`src/misc_cfg_pkg.sv`:
```
package misc_cfg_pkg;

  // ****************************************************************
  // Register map
  // ****************************************************************
  localparam logic [7:0] PAGE_SELECT_ADDR       = 8'h00;
  localparam logic [7:0] RAMP_CTRL_ADDR         = 8'h06;
  localparam logic [7:0] PROTECTION_ADDR        = 8'h09;
  localparam logic [7:0] CLKOUT_MUX_ADDR        = 8'h75;
  localparam logic [7:0] CLKOUT_DIV_ADDR        = 8'h76;
  localparam logic [7:0] BUS_OPTIONS_ADDR       = 8'h7C;
  localparam logic [7:0] PART_ID_ADDR           = 8'h7D;

  localparam logic [7:0] MISC_PAGE              = 8'h01;
  localparam logic [7:0] RAMP_PAGE              = 8'h02;

  // ****************************************************************
  // Reset values
  // ****************************************************************
  localparam logic [7:0] PAGE_SELECT_RST        = 8'h01;
  localparam logic [7:0] RAMP_CTRL_RST          = 8'h00;
  localparam logic [7:0] PROTECTION_RST         = 8'h03;
  localparam logic [7:0] CLKOUT_MUX_RST         = 8'h0D;
  localparam logic [7:0] CLKOUT_DIV_RST         = 8'h01;
  localparam logic [7:0] BUS_OPTIONS_RST        = 8'h00;

  // ****************************************************************
  // Field positions
  // ****************************************************************
  localparam int DIVIDER_POWER_BIT              = 7;
  localparam int BUS_HANG_BIT                   = 6;
  localparam int GENERAL_CALL_BIT               = 5;
  localparam int OVERTEMP_RETRY_BIT             = 2;
  localparam int RAMP_FREQ_LSB                  = 4;
  localparam int RAMP_SPREAD_LSB                = 0;
  localparam logic [7:0] CLKOUT_MUX_MASK        = 8'h1F;

  localparam logic [6:0] GENERAL_CALL_ADDR      = 7'h00;

  typedef enum logic [1:0] {
    RAMP_384K   = 2'b00,
    RAMP_352K8  = 2'b01,
    RAMP_RSVD   = 2'b10,
    RAMP_RSVD3  = 2'b11
  } ramp_freq_t;

  typedef enum logic [1:0] {
    SPREAD_RSVD0 = 2'b00,
    SPREAD_5PCT  = 2'b01,
    SPREAD_10PCT = 2'b10,
    SPREAD_RSVD3 = 2'b11
  } spread_depth_t;

  typedef struct packed {
    logic       write;
    logic       read;
    logic [7:0] addr;
    logic [7:0] wdata;
  } reg_access_t;

  typedef struct packed {
    logic          divider_power_on;
    logic [4:0]    divider_clock_input;
    ramp_freq_t    ramp_freq;
    spread_depth_t ramp_spread_depth;
    logic          overtemp_retry_disable;
    logic          general_call_enable;
  } misc_ctrl_t;

endpackage

```
`src/misc_config_register_bank.sv`:
```
module misc_config_register_bank #(
  // Arbitrary value; it only tells this build apart from others.
  parameter logic [7:0] PART_CODE = 8'hA5
) (
  input  wire logic                      i_core_clk,
  input  wire logic                      i_reset_n,
  input  wire logic                      i_clk_en,
  input  wire misc_cfg_pkg::reg_access_t i_access,
  output logic [7:0]                     o_rdata,
  input  wire logic                      i_hang_detect,
  input  wire logic                      i_src_clk_en,
  input  wire logic [6:0]                i_bus_addr,
  input  wire logic [6:0]                i_own_addr,
  output logic                           o_addr_match,
  output logic                           o_div_pulse,
  output misc_cfg_pkg::misc_ctrl_t       o_ctrl
);

  // ****************************************************************
  // Register state
  // ****************************************************************
  logic [7:0] page_q,  page_d;
  logic [7:0] ramp_q,  ramp_d;
  logic [7:0] prot_q,  prot_d;
  logic [7:0] mux_q,   mux_d;
  logic [7:0] div_q,   div_d;
  logic [7:0] opts_q,  opts_d;
  logic       hang_seen_q, hang_seen_d;
  logic [7:0] rdata_q, rdata_d;
  logic       on_misc, on_ramp;
  logic       rd_hang;

  // ****************************************************************
  // Decoding
  // ****************************************************************
  // A register is hit only while the page that holds it is selected.
  function automatic logic reg_hit(input logic       page_ok,
                                   input logic [7:0] addr,
                                   input logic [7:0] want_addr);
    return page_ok && (addr == want_addr);
  endfunction

  logic hit_mux, hit_div, hit_opts, hit_id, hit_ramp, hit_prot, hit_stray;

  assign on_misc   = (page_q == misc_cfg_pkg::MISC_PAGE);
  assign on_ramp   = (page_q == misc_cfg_pkg::RAMP_PAGE);
  assign hit_mux   = reg_hit(on_misc, i_access.addr, misc_cfg_pkg::CLKOUT_MUX_ADDR);
  assign hit_div   = reg_hit(on_misc, i_access.addr, misc_cfg_pkg::CLKOUT_DIV_ADDR);
  assign hit_opts  = reg_hit(on_misc, i_access.addr, misc_cfg_pkg::BUS_OPTIONS_ADDR);
  assign hit_id    = reg_hit(on_misc, i_access.addr, misc_cfg_pkg::PART_ID_ADDR);
  assign hit_ramp  = reg_hit(on_ramp, i_access.addr, misc_cfg_pkg::RAMP_CTRL_ADDR);
  assign hit_prot  = reg_hit(on_ramp, i_access.addr, misc_cfg_pkg::PROTECTION_ADDR);
  assign hit_stray = !on_misc && !on_ramp
                   && (i_access.addr != misc_cfg_pkg::PAGE_SELECT_ADDR);
  assign rd_hang   = i_access.read && hit_opts;

  always_comb begin
    page_d      = page_q;
    ramp_d      = ramp_q;
    prot_d      = prot_q;
    mux_d       = mux_q;
    div_d       = div_q;
    opts_d      = opts_q;
    hang_seen_d = hang_seen_q;
    rdata_d     = rdata_q;
    if (rd_hang) begin
      hang_seen_d = 1'b0;
    end
    if (i_access.write) begin
      if (i_access.addr == misc_cfg_pkg::PAGE_SELECT_ADDR) begin
        page_d = i_access.wdata;
      end else if (on_misc) begin
        unique case (i_access.addr)
          misc_cfg_pkg::CLKOUT_MUX_ADDR: mux_d = i_access.wdata & misc_cfg_pkg::CLKOUT_MUX_MASK;
          misc_cfg_pkg::CLKOUT_DIV_ADDR: div_d = i_access.wdata;
          misc_cfg_pkg::BUS_OPTIONS_ADDR: begin
            // The hang bit is read-only status; a written value is dropped.
            opts_d = i_access.wdata;
            opts_d[misc_cfg_pkg::BUS_HANG_BIT] = 1'b0;
          end
          default: ;
        endcase
      end else if (on_ramp) begin
        unique case (i_access.addr)
          misc_cfg_pkg::RAMP_CTRL_ADDR:  ramp_d = i_access.wdata;
          misc_cfg_pkg::PROTECTION_ADDR: prot_d = i_access.wdata;
          default: ;
        endcase
      end
    end
    // A hang arriving in the read cycle wins over the clear.
    if (i_hang_detect) begin
      hang_seen_d = 1'b1;
    end
    if (i_access.read) begin
      rdata_d = 8'h00;
      if (i_access.addr == misc_cfg_pkg::PAGE_SELECT_ADDR) begin
        rdata_d = page_q;
      end else if (on_misc) begin
        unique case (i_access.addr)
          misc_cfg_pkg::CLKOUT_MUX_ADDR: rdata_d = mux_q;
          misc_cfg_pkg::CLKOUT_DIV_ADDR: rdata_d = div_q;
          misc_cfg_pkg::BUS_OPTIONS_ADDR: begin
            rdata_d = opts_q;
            rdata_d[misc_cfg_pkg::BUS_HANG_BIT] = ~hang_seen_q;
          end
          misc_cfg_pkg::PART_ID_ADDR: rdata_d = PART_CODE;
          default: rdata_d = 8'h00;
        endcase
      end else if (on_ramp) begin
        unique case (i_access.addr)
          misc_cfg_pkg::RAMP_CTRL_ADDR:  rdata_d = ramp_q;
          misc_cfg_pkg::PROTECTION_ADDR: rdata_d = prot_q;
          default: rdata_d = 8'h00;
        endcase
      end
    end
  end

  always_ff @(posedge i_core_clk or negedge i_reset_n) begin
    if (!i_reset_n) begin
      page_q      <= misc_cfg_pkg::PAGE_SELECT_RST;
      ramp_q      <= misc_cfg_pkg::RAMP_CTRL_RST;
      prot_q      <= misc_cfg_pkg::PROTECTION_RST;
      mux_q       <= misc_cfg_pkg::CLKOUT_MUX_RST;
      div_q       <= misc_cfg_pkg::CLKOUT_DIV_RST;
      opts_q      <= misc_cfg_pkg::BUS_OPTIONS_RST;
      // The flag starts out as seen, so the options byte reads its reset value.
      hang_seen_q <= ~misc_cfg_pkg::BUS_OPTIONS_RST[misc_cfg_pkg::BUS_HANG_BIT];
      rdata_q     <= 8'h00;
    end else if (i_clk_en) begin
      page_q      <= page_d;
      ramp_q      <= ramp_d;
      prot_q      <= prot_d;
      mux_q       <= mux_d;
      div_q       <= div_d;
      opts_q      <= opts_d;
      hang_seen_q <= hang_seen_d;
      rdata_q     <= rdata_d;
    end
  end

  assign o_rdata = rdata_q;

  // ****************************************************************
  // Outputs
  // ****************************************************************
  always_comb begin
    o_ctrl.divider_power_on       = div_q[misc_cfg_pkg::DIVIDER_POWER_BIT];
    o_ctrl.divider_clock_input    = mux_q[4:0];
    o_ctrl.ramp_freq              = misc_cfg_pkg::ramp_freq_t'(
                                      ramp_q[misc_cfg_pkg::RAMP_FREQ_LSB +: 2]);
    o_ctrl.ramp_spread_depth      = misc_cfg_pkg::spread_depth_t'(
                                      ramp_q[misc_cfg_pkg::RAMP_SPREAD_LSB +: 2]);
    o_ctrl.overtemp_retry_disable = prot_q[misc_cfg_pkg::OVERTEMP_RETRY_BIT];
    o_ctrl.general_call_enable    = opts_q[misc_cfg_pkg::GENERAL_CALL_BIT];
  end

  // Address matching for the serial port front end.
  assign o_addr_match = (i_bus_addr == i_own_addr)
                      || (opts_q[misc_cfg_pkg::GENERAL_CALL_BIT]
                          && (i_bus_addr == misc_cfg_pkg::GENERAL_CALL_ADDR));

  clkout_divider u_div (
    .i_core_clk   (i_core_clk),
    .i_reset_n    (i_reset_n),
    .i_clk_en     (i_clk_en),
    .i_src_clk_en (i_src_clk_en),
    .i_power_on   (div_q[misc_cfg_pkg::DIVIDER_POWER_BIT]),
    .i_ratio      (div_q[6:0]),
    .o_div_pulse  (o_div_pulse)
  );

  // ****************************************************************
  // Divider checks
  // ****************************************************************
  div_off_quiet_a : assert property (
    @(posedge i_core_clk) disable iff (!i_reset_n)
    (i_clk_en && !div_q[misc_cfg_pkg::DIVIDER_POWER_BIT]) |=> !o_div_pulse)
    else $error("divider pulsed while off");

  div_power_a : assert property (
    @(posedge i_core_clk) disable iff (!i_reset_n)
    (i_clk_en && i_access.write && hit_div)
    |=> o_ctrl.divider_power_on == $past(i_access.wdata[misc_cfg_pkg::DIVIDER_POWER_BIT]))
    else $error("divider power bit not applied");

  div_by_one_a : assert property (
    @(posedge i_core_clk) disable iff (!i_reset_n)
    (i_clk_en && i_src_clk_en && o_ctrl.divider_power_on && div_q[6:0] == 7'h01)
    |=> o_div_pulse)
    else $error("divide by one missed a tick");

  div_source_a : assert property (
    @(posedge i_core_clk) disable iff (!i_reset_n)
    (i_clk_en && i_access.write && hit_mux)
    |=> o_ctrl.divider_clock_input == $past(i_access.wdata[4:0]))
    else $error("divider source not applied");

  // ****************************************************************
  // Serial port checks
  // ****************************************************************
  hang_set_a : assert property (
    @(posedge i_core_clk) disable iff (!i_reset_n)
    (i_clk_en && i_hang_detect) |=> hang_seen_q)
    else $error("hang not caught");

  hang_clear_a : assert property (
    @(posedge i_core_clk) disable iff (!i_reset_n)
    (i_clk_en && rd_hang && !i_hang_detect) |=> !hang_seen_q)
    else $error("hang not cleared by read");

  hang_report_a : assert property (
    @(posedge i_core_clk) disable iff (!i_reset_n)
    (i_clk_en && rd_hang)
    |=> o_rdata[misc_cfg_pkg::BUS_HANG_BIT] == !$past(hang_seen_q))
    else $error("hang flag read with wrong sense");

  hang_keep_a : assert property (
    @(posedge i_core_clk) disable iff (!i_reset_n)
    (i_clk_en && i_access.write && !i_access.read && hit_opts && !i_hang_detect)
    |=> hang_seen_q == $past(hang_seen_q))
    else $error("hang flag changed by a write");

  gcall_off_a : assert property (
    @(posedge i_core_clk) disable iff (!i_reset_n)
    (i_bus_addr == misc_cfg_pkg::GENERAL_CALL_ADDR && i_bus_addr != i_own_addr
     && !o_ctrl.general_call_enable) |-> !o_addr_match)
    else $error("general call answered while disabled");

  gcall_on_a : assert property (
    @(posedge i_core_clk) disable iff (!i_reset_n)
    (i_bus_addr == misc_cfg_pkg::GENERAL_CALL_ADDR && o_ctrl.general_call_enable)
    |-> o_addr_match)
    else $error("general call ignored while enabled");

  own_match_a : assert property (
    @(posedge i_core_clk) disable iff (!i_reset_n)
    (i_bus_addr == i_own_addr) |-> o_addr_match)
    else $error("own address ignored");

  // ****************************************************************
  // Identification and page checks
  // ****************************************************************
  id_read_a : assert property (
    @(posedge i_core_clk) disable iff (!i_reset_n)
    (i_clk_en && i_access.read && hit_id) |=> o_rdata == PART_CODE)
    else $error("identification wrong");

  id_write_a : assert property (
    @(posedge i_core_clk) disable iff (!i_reset_n)
    (i_clk_en && i_access.write && hit_id)
    |=> {page_q, ramp_q, prot_q, mux_q, div_q, opts_q}
        == $past({page_q, ramp_q, prot_q, mux_q, div_q, opts_q}))
    else $error("identification write changed a register");

  page_write_a : assert property (
    @(posedge i_core_clk) disable iff (!i_reset_n)
    (i_clk_en && i_access.write && i_access.addr == misc_cfg_pkg::PAGE_SELECT_ADDR)
    |=> page_q == $past(i_access.wdata))
    else $error("page not written");

  page_stray_write_a : assert property (
    @(posedge i_core_clk) disable iff (!i_reset_n)
    (i_clk_en && i_access.write && hit_stray)
    |=> {ramp_q, prot_q, mux_q, div_q, opts_q}
        == $past({ramp_q, prot_q, mux_q, div_q, opts_q}))
    else $error("write on unknown page changed a register");

  page_stray_read_a : assert property (
    @(posedge i_core_clk) disable iff (!i_reset_n)
    (i_clk_en && i_access.read && hit_stray) |=> o_rdata == 8'h00)
    else $error("read on unknown page returned data");

  // ****************************************************************
  // Ramp and protection checks
  // ****************************************************************
  ramp_out_a : assert property (
    @(posedge i_core_clk) disable iff (!i_reset_n)
    (i_clk_en && i_access.write && hit_ramp)
    |=> o_ctrl.ramp_freq == $past(i_access.wdata[misc_cfg_pkg::RAMP_FREQ_LSB +: 2]))
    else $error("ramp code not applied");

  spread_out_a : assert property (
    @(posedge i_core_clk) disable iff (!i_reset_n)
    (i_clk_en && i_access.write && hit_ramp)
    |=> o_ctrl.ramp_spread_depth == $past(i_access.wdata[misc_cfg_pkg::RAMP_SPREAD_LSB +: 2]))
    else $error("spread code not applied");

  retry_out_a : assert property (
    @(posedge i_core_clk) disable iff (!i_reset_n)
    (i_clk_en && i_access.write && hit_prot)
    |=> o_ctrl.overtemp_retry_disable
        == $past(i_access.wdata[misc_cfg_pkg::OVERTEMP_RETRY_BIT]))
    else $error("retry bit not applied");

  // ****************************************************************
  // Clock enable checks
  // ****************************************************************
  clk_freeze_a : assert property (
    @(posedge i_core_clk) disable iff (!i_reset_n)
    !i_clk_en
    |=> {page_q, ramp_q, prot_q, mux_q, div_q, opts_q, hang_seen_q, rdata_q}
        == $past({page_q, ramp_q, prot_q, mux_q, div_q, opts_q, hang_seen_q, rdata_q}))
    else $error("state moved while clock enable low");

endmodule

```
`src/clkout_divider.sv`:
```
module clkout_divider (
  input  wire logic       i_core_clk,
  input  wire logic       i_reset_n,
  input  wire logic       i_clk_en,
  input  wire logic       i_src_clk_en,
  input  wire logic       i_power_on,
  input  wire logic [6:0] i_ratio,
  output logic            o_div_pulse
);

  logic [7:0] count_q;
  logic [7:0] count_d;
  logic       pulse_q;
  logic       pulse_d;
  logic [7:0] terminal;

  // A ratio code of zero means divide by 128.
  assign terminal = (i_ratio == 7'h00) ? 8'h80 : {1'b0, i_ratio};

  always_comb begin
    count_d = count_q;
    pulse_d = 1'b0;
    if (!i_power_on) begin
      count_d = 8'h00;
    end else if (i_src_clk_en) begin
      if (count_q + 8'h01 >= terminal) begin
        count_d = 8'h00;
        pulse_d = 1'b1;
      end else begin
        count_d = count_q + 8'h01;
      end
    end
  end

  always_ff @(posedge i_core_clk or negedge i_reset_n) begin
    if (!i_reset_n) begin
      count_q <= 8'h00;
      pulse_q <= 1'b0;
    end else if (i_clk_en) begin
      count_q <= count_d;
      pulse_q <= pulse_d;
    end
  end

  assign o_div_pulse = pulse_q;

endmodule

```
`config.mk`:
```
export PLATFORM = sky130hd
export DESIGN_NAME = misc_config_register_bank
export DESIGN_NICKNAME = d
export VERILOG_FILES = /design/src/misc_cfg_pkg.sv /design/src/misc_config_register_bank.sv /design/src/clkout_divider.sv
export SDC_FILE = /design/constraint.sdc
export NUM_CORES = 1
export LEC_CHECK = 0
export BUFFER_PORTS_ARGS = -buffer_cell sky130_fd_sc_hd__buf_2
export CAP_MARGIN = 10
export CORE_MARGIN = 5
export CORE_UTILIZATION = 45
export CTS_CLUSTER_DIAMETER = 80
export DETAILED_ROUTE_END_ITERATION = 8
export MAX_ROUTING_LAYER = met4
export PLACE_DENSITY = 0.77
export SYNTH_ARGS = -nofsm -noshare
export SYNTH_HDL_FRONTEND = slang
export SYNTH_HIERARCHICAL = 1
export SYNTH_SLANG_ARGS = --single-unit
export TNS_END_PERCENT = 30
```
`constraint.sdc`:
```
create_clock -name i_core_clk -period 2.7 [get_ports i_core_clk]
set_clock_uncertainty 0.2 [all_clocks]
set_input_delay 0.675 -clock i_core_clk [delete_from_list [all_inputs] [get_ports i_core_clk]]
set_output_delay 0.675 -clock i_core_clk [all_outputs]
set_load 0.03 [all_outputs]
```
==> flow_metrics.py, run 1 <==
metrics = {
    "status": {
        "outcome": "finished, final reports clean",
    },
    "worst_hold_path": {
        "min_path_type": "primary input to asynchronous set/reset pin",
    },
    "pwr": {
        "p_sw_frac": 0.265,
        "p_int_uw": 1360,
        "leakage_uw": 0.00189,
        "power_frac_seq": 0.512,
        "powerDensity_nw_per_um2": 451,
        "vdd_drop_max_mv": 0.241,
        "p_switching_uw": 488,
        "comb_power_share": 0.090,
        "fin_total_pwr_uw": 1840,
        "clkPwrFrac": 0.398,
    },
    "sta": {
        "period_share": 0.936,
        "slew_headroom": 0.616,
        "max_freq_ghz": 0.396,
        "setup_violations": 0,
        "fin_crit_ps": 2530,
        "tightest_slew_ps": 572,
        "finalHoldViolations": 0,
        "maxSlewViolCount": 0,
        "setup_slack_ps": 172,
        "rsz0062_at_grt": "false",
    },
    "synth": {
        "synth.net_count": 346,
        "yosysTopAreaCell": "dfrtp_1",
        "synth_cells": 300,
        "synthFlopType": "dfrtp_1",
        "synth_top_area_frac": 0.397,
        "ys_top_cells_by_area": "dfrtp_1 (40%), mux2_2 (14%), dfstp_2 (6.2%)",
        "ys_ff_latch": 62,
        "synth_cell_type_count": 56,
        "synth_area_um2": 3400,
        "synth_common_cells": "dfrtp_1 (54), mux2_2 (43), nand2_1 (25)",
        "avgSynthCellArea_um2": 11.3,
        "yosysMostFrequentCell": "dfrtp_1",
        "synth_edf_count": 0,
        "synth-seq-area-share": 0.459,
        "ys_warn_count": 6,
        "ys_async_sr_fraction": 1.00,
    },
    "drt": {
        "drt_iter0_markers": 292,
        "drc": 0,
        "route.vias.total": 2792,
        "antenna_left": 0,
        "dr.pass1.iters": 6,
        "wl_per_cell_um": 18.9,
        "wirelength_um": 9000,
        "via_per_inst": 5.87,
    },
    "die": {
        "io_pins": 59,
        "die-height_um": 97.0,
        "die_w_um": 97.0,
        "coreArea_um2": 7290,
        "dieArea_um2": 9400,
        "row_count": 31,
        "start_util": 0.467,
    },
    "global_route": {
        "grt_usage": 0.203,
        "grt-ovfl-total": 0,
        "antenna_found_initial": 0,
        "grt_first_pass_wirelength_um": 14900,
        "grt_max_degree": 32,
        "first_global_vias": 2779,
    },
    "cts": {
        "clockBufferDepth": 2,
        "insertion_delay_ps": 350,
        "cts_tree": "yes",
        "cts_sinks": 62,
        "cts-root-buf": "clkbuf_8",
        "numCtsBuffers": 9,
        "clkTransAtPathRegs_ps": 70,
        "htreeDepth": 3,
        "post_cts_buffers": 0,
    },
    "final_layout": {
        "fillers": 654,
        "final_cell_count_no_fill": 476,
        "nets": 418,
        "drive_gt1_frac": 0.424,
        "diodes": 0,
        "area_growth_pct": 20.2,
        "design_area_um2": 4090,
    },
    "placement": {
        "place_area_um2": 3890,
        "hpwl_um": 6650,
        "port_buffers": 58,
        "place_ws_ps": -31.9,
        "dpl.cell_count": 460,
        "place_congestion": 0.933,
    },
    "setup_path": {
        "arrival_ps": 2560,
        "worstSetupPathType": "flip-flop to flip-flop",
        "crit_chain": "nor4b_1, nand2_1, or4_1, buf_4, mux2_2",
        "crit_required_ps": 2730,
        "slowest_stage": "or4_1",
        "crit_path_end_kind": "flip-flop",
        "path_max_fanout": 5,
        "cpPeakStageDelay_ps": 600,
        "cp-start-kind": "flip-flop",
    },
    "run": {
        "maxCapViolations": 0,
    },
}
-- power by group through the flow --
| stage | Combinational, uW | Sequential [uW] | Clock (uW) |
|---|---|---|---|
| 5_1_grt | 179 | 945 | 796 |
| 6_report | 165 | 945 | 733 |
| 2_1_floorplan | 54.6 | 971 | 0 |
| 3_5_place_dp | 162 | 962 | 0 |
| 4_1_cts | 163 | 945 | 752 |
| 3_3_place_gp | 160 | 961 | 0 |
-- critical path: cells and delay by family, from the launching register on --
kind	cells	cell delay (ps)
and+or+nand+nor	3	1200
DFF	1	560
muxes	1	270
buffers and inverters	1	180
-- logic make-up (layout without fill, tap and decap cells) --
group,Yosys count,after routing,synth area share
AND/OR/NAND/NOR,87,87,0.163
flip-flops,62,62,0.459
AO/OA/AOI/OAI,56,56,0.123
multiplexers,44,44,0.146
buffers and inverters,29,106,0.0412
XOR/XNOR,13,13,0.0357
adder cells (fa/ha/maj),9,9,0.0331
-- routing by layer --
| layer | wire, um | track usage | vias to the layer above |
|---|---|---|---|
| li1 | - | - | 1257 |
| met1 | 3990 | 0.290 | 1337 |
| met3 | 736 | 0.0331 | 38 |
| met2 | 3930 | 0.280 | 160 |
| met5 | 0 | - | - |
| met4 | 341 | 0.0950 | 0 |
-- final cells by class --
cell class / instances / area [um^2] / share of cell area
repair buffers: 80 / 468 / 0.114
flip-flops and latches: 62 / 1560 / 0.382
clock inverters: 5 / 33.8 / 0.00826
multi-input cells: 209 / 1720 / 0.422
well taps: 99 / 124 / 0.0303
clock buffers: 11 / 141 / 0.0346
inverters: 10 / 37.5 / 0.00918
-- registers in the layout (all words and copies together) (netlist names), 5 cells and up --
signal / count
mux_q: 5
page_q: 8
div_q: 8
prot_q: 8
opts_q: 7
o_rdata: 8
u_div/count_q: 8
ramp_q: 8
-- per-stage QoR --
stage / util / hold slack, ps / TNS (ps)
5_1_grt: 0.561 / 47.9 / 0
3_5_place_dp: 0.534 / 296 / -190
3_3_place_gp: 0.534 / 279 / 0
2_1_floorplan: - / 179 / 0
6_report: 0.561 / 36.3 / 0
4_1_cts: 0.558 / 29.1 / 0
-- final timing paths --
| check | from | to | slack, ps | depth (start not counted) |
|---|---|---|---|---|
| max in group asynchronous | i_reset_n | hang_seen_q | 1610 | 2 |
| min in group i_core_clk | prot_q[4] | prot_q[4] | 310 | 1 |
| hold reg to reg | prot_q[4] | prot_q[4] | 310 | 1 |
| hold / removal | i_reset_n | div_q[2] | 40 | 1 |
| setup / recovery | page_q[0] | div_q[1] | 170 | 5 |
| setup reg to reg | page_q[0] | div_q[1] | 170 | 5 |
-- cell usage in the layout (no fill, tap or decap), drive strengths merged, types with 4 or more instances in the layout --
master,count
buf,80
clkbuf,11
nor2b,4
nand3,7
nand3b,5
nor4,6
a32o,7
mux2,44
nor2,10
a21oi,4
and3,4
dfstp,8
a31oi,4
inv,11
dfrtp,54
xnor2,10
a221o,5
ha,9
nand4,4
nand2,25
o21ai,12
a22oi,8
-- what timing repair did --
| item | CTS | global route |
|---|---|---|
| gates resized for setup | 0 | 3 |
| setup endpoints to repair | 0 | 18 |
| hold buffers | 0 | 0 |
Note: power is estimated with default switching activity, not from simulation.
==> run 2, diff against run 1 <==
- CORE_ASPECT_RATIO: not set -> 0.8
- CTS_BUF_LIST: not set -> sky130_fd_sc_hd__clkbuf_8
- CTS_CLUSTER_DIAMETER: 80 -> 40
==> run 2 against run 1 <==
Critical path depth up 4. Routed wire length up 4.9%. Worst setup slack worse by 30 ps.
==> flow_metrics.py, run 2 (synthesized netlist as in run 1, its figures left out) <==
metrics = {
    "drt": {
        "via_per_inst": 5.81,
        "wl_per_cell_um": 19.5,
        "antenna_left": 0,
        "dr.pass1.iters": 5,
        "drt_iter0_markers": 220,
        "route.vias.total": 2818,
        "drc": 0,
        "wirelength_um": 9450,
    },
    "sta": {
        "setup_violations": 0,
        "fin_crit_ps": 2560,
        "period_share": 0.948,
        "finalHoldViolations": 0,
        "holdWs_ps": 122,
        "maxSlewViolCount": 0,
        "slew_headroom": 0.595,
        "tightest_slew_ps": 604,
        "max_freq_ghz": 0.391,
    },
    "die": {
        "die_w_um": 107,
        "row_count": 28,
        "io_pins": 59,
        "die-height_um": 87.8,
        "start_util": 0.460,
        "coreArea_um2": 7390,
        "dieArea_um2": 9410,
    },
    "pwr": {
        "p_sw_frac": 0.267,
        "p_int_uw": 1360,
        "comb_power_share": 0.092,
        "p_switching_uw": 496,
        "powerDensity_nw_per_um2": 447,
        "leakage_uw": 0.00191,
        "fin_total_pwr_uw": 1860,
        "power_frac_seq": 0.509,
        "clkPwrFrac": 0.399,
        "vdd_drop_max_mv": 0.301,
    },
    "final_layout": {
        "layout_common_cells": "buf_2 (58), dfrtp_1 (54), mux2_2 (43)",
        "area_growth_pct": 22.0,
        "finish.utilization": 0.562,
        "drive_gt1_frac": 0.434,
        "design_area_um2": 4150,
        "nets": 421,
        "final_cell_count_no_fill": 485,
        "diodes": 0,
        "final_common_cell": "buf_2",
        "fillers": 640,
    },
    "setup_path": {
        "slowest_stage": "dfrtp_1",
        "worstSetupPathType": "flip-flop to flip-flop",
        "path_delay_family": "compound AO/OA/AOI/OAI gates",
        "crit_path_end_kind": "flip-flop",
        "crit_top_cell": "ha_1",
        "r2r_end": "u_div/count_q[1]",
        "path_depth": 9,
        "path_max_fanout": 8,
        "cp-start-kind": "flip-flop",
        "rr_startpoint": "u_div/count_q[0]",
        "r2r.worst_path.cells": 9,
        "arrival_ps": 2590,
        "cp_num_buf_inv": 0,
        "cpPeakStageDelay_ps": 460,
        "crit_chain": "ha_1, nand3_1, nor2_1, xor2_1, ha_1, nand4_1, a31oi_1, nor2_4, a32o_1",
        "rrSetupSlack_ps": 140,
        "crit_required_ps": 2730,
    },
    "placement": {
        "place_area_um2": 3950,
        "port_buffers": 58,
        "hpwl_um": 7200,
        "place_congestion": 0.893,
        "dpl.cell_count": 469,
    },
    "status": {
        "outcome": "finished, final reports clean",
    },
    "cts": {
        "cts_tree": "yes",
        "numCtsBuffers": 9,
        "clockBufferDepth": 2,
        "insertion_delay_ps": 350,
        "cts_hold_buf": 0,
        "htreeDepth": 3,
        "clkTransAtPathRegs_ps": 70,
        "cts-root-buf": "clkbuf_8",
        "cts_sinks": 62,
        "post_cts_buffers": 0,
    },
    "global_route": {
        "grt_first_pass_wirelength_um": 15000,
        "grt-ovfl-total": 0,
        "grt_max_degree": 24,
        "first_global_vias": 2957,
        "antenna_found_initial": 0,
        "grt_usage": 0.217,
    },
    "worst_hold_path": {
        "min_path_type": "primary input to asynchronous set/reset pin",
    },
    "run": {
        "maxCapViolations": 0,
    },
}
run 2: cell types whose count changed in the layout (fill, tap and decap cells not counted), sizes merged:
cell      change
buf           +3
clkinvlp      +2
clkbuf        -1
inv           -1
run 2: layer usage:
metal / share of wire / up-vias / global-route usage
li1: - / 1275 / -
met1: 0.46 / 1427 / 0.287
met2: 0.46 / 101 / 0.330
met3: 0.066 / 15 / 0.0590
met4: 0.015 / 0 / 0.0592
met5: 0 / - / -
run 2: how the worst max path moves through the flow:
stage,startpoint,to,slack (ps)
finish,u_div/count_q[0],u_div/count_q[1],140
global route,u_div/count_q[0],u_div/count_q[1],-9
CTS,page_q[0],opts_q[7],30
detailed placement,i_access[13],prot_q[5],-40
global placement,i_access[13],prot_q[3],4
floorplan,i_access[13],prot_q[2],40
run 2: per-stage QoR:
step / setup slack [ps] / setup TNS, ps
2_1_floorplan: 37.4 / 0
3_3_place_gp: 4.25 / 0
3_5_place_dp: -35.9 / -384
4_1_cts: 28.8 / 0
5_1_grt: -8.95 / -12.1
6_report: 142 / 0
run 2: repair_timing:
| action | CTS | global route |
|---|---|---|
| setup endpoints to repair | 0 | 15 |
| endpoints found under the hold margin | 0 | 0 |
| gates resized for setup | 0 | 3 |
run 2: cell type report:
type / instances / area (um^2) / area share
inverters: 10 / 37.5 / 0.00904
clock inverters: 6 / 47.5 / 0.0114
clock buffers: 10 / 138 / 0.0331
repair buffers: 83 / 515 / 0.124
multi-input cells: 209 / 1720 / 0.415
well taps: 105 / 131 / 0.0316
flip-flops and latches: 62 / 1560 / 0.376
run 2: power by group through the flow:
stage	sequential [uW]	clock (uW)	combinational (uW)
floorplan	971	0	54.6
global placement	961	0	166
detailed placement	961	0	168
CTS	945	767	169
global route	945	801	186
finish	945	742	170
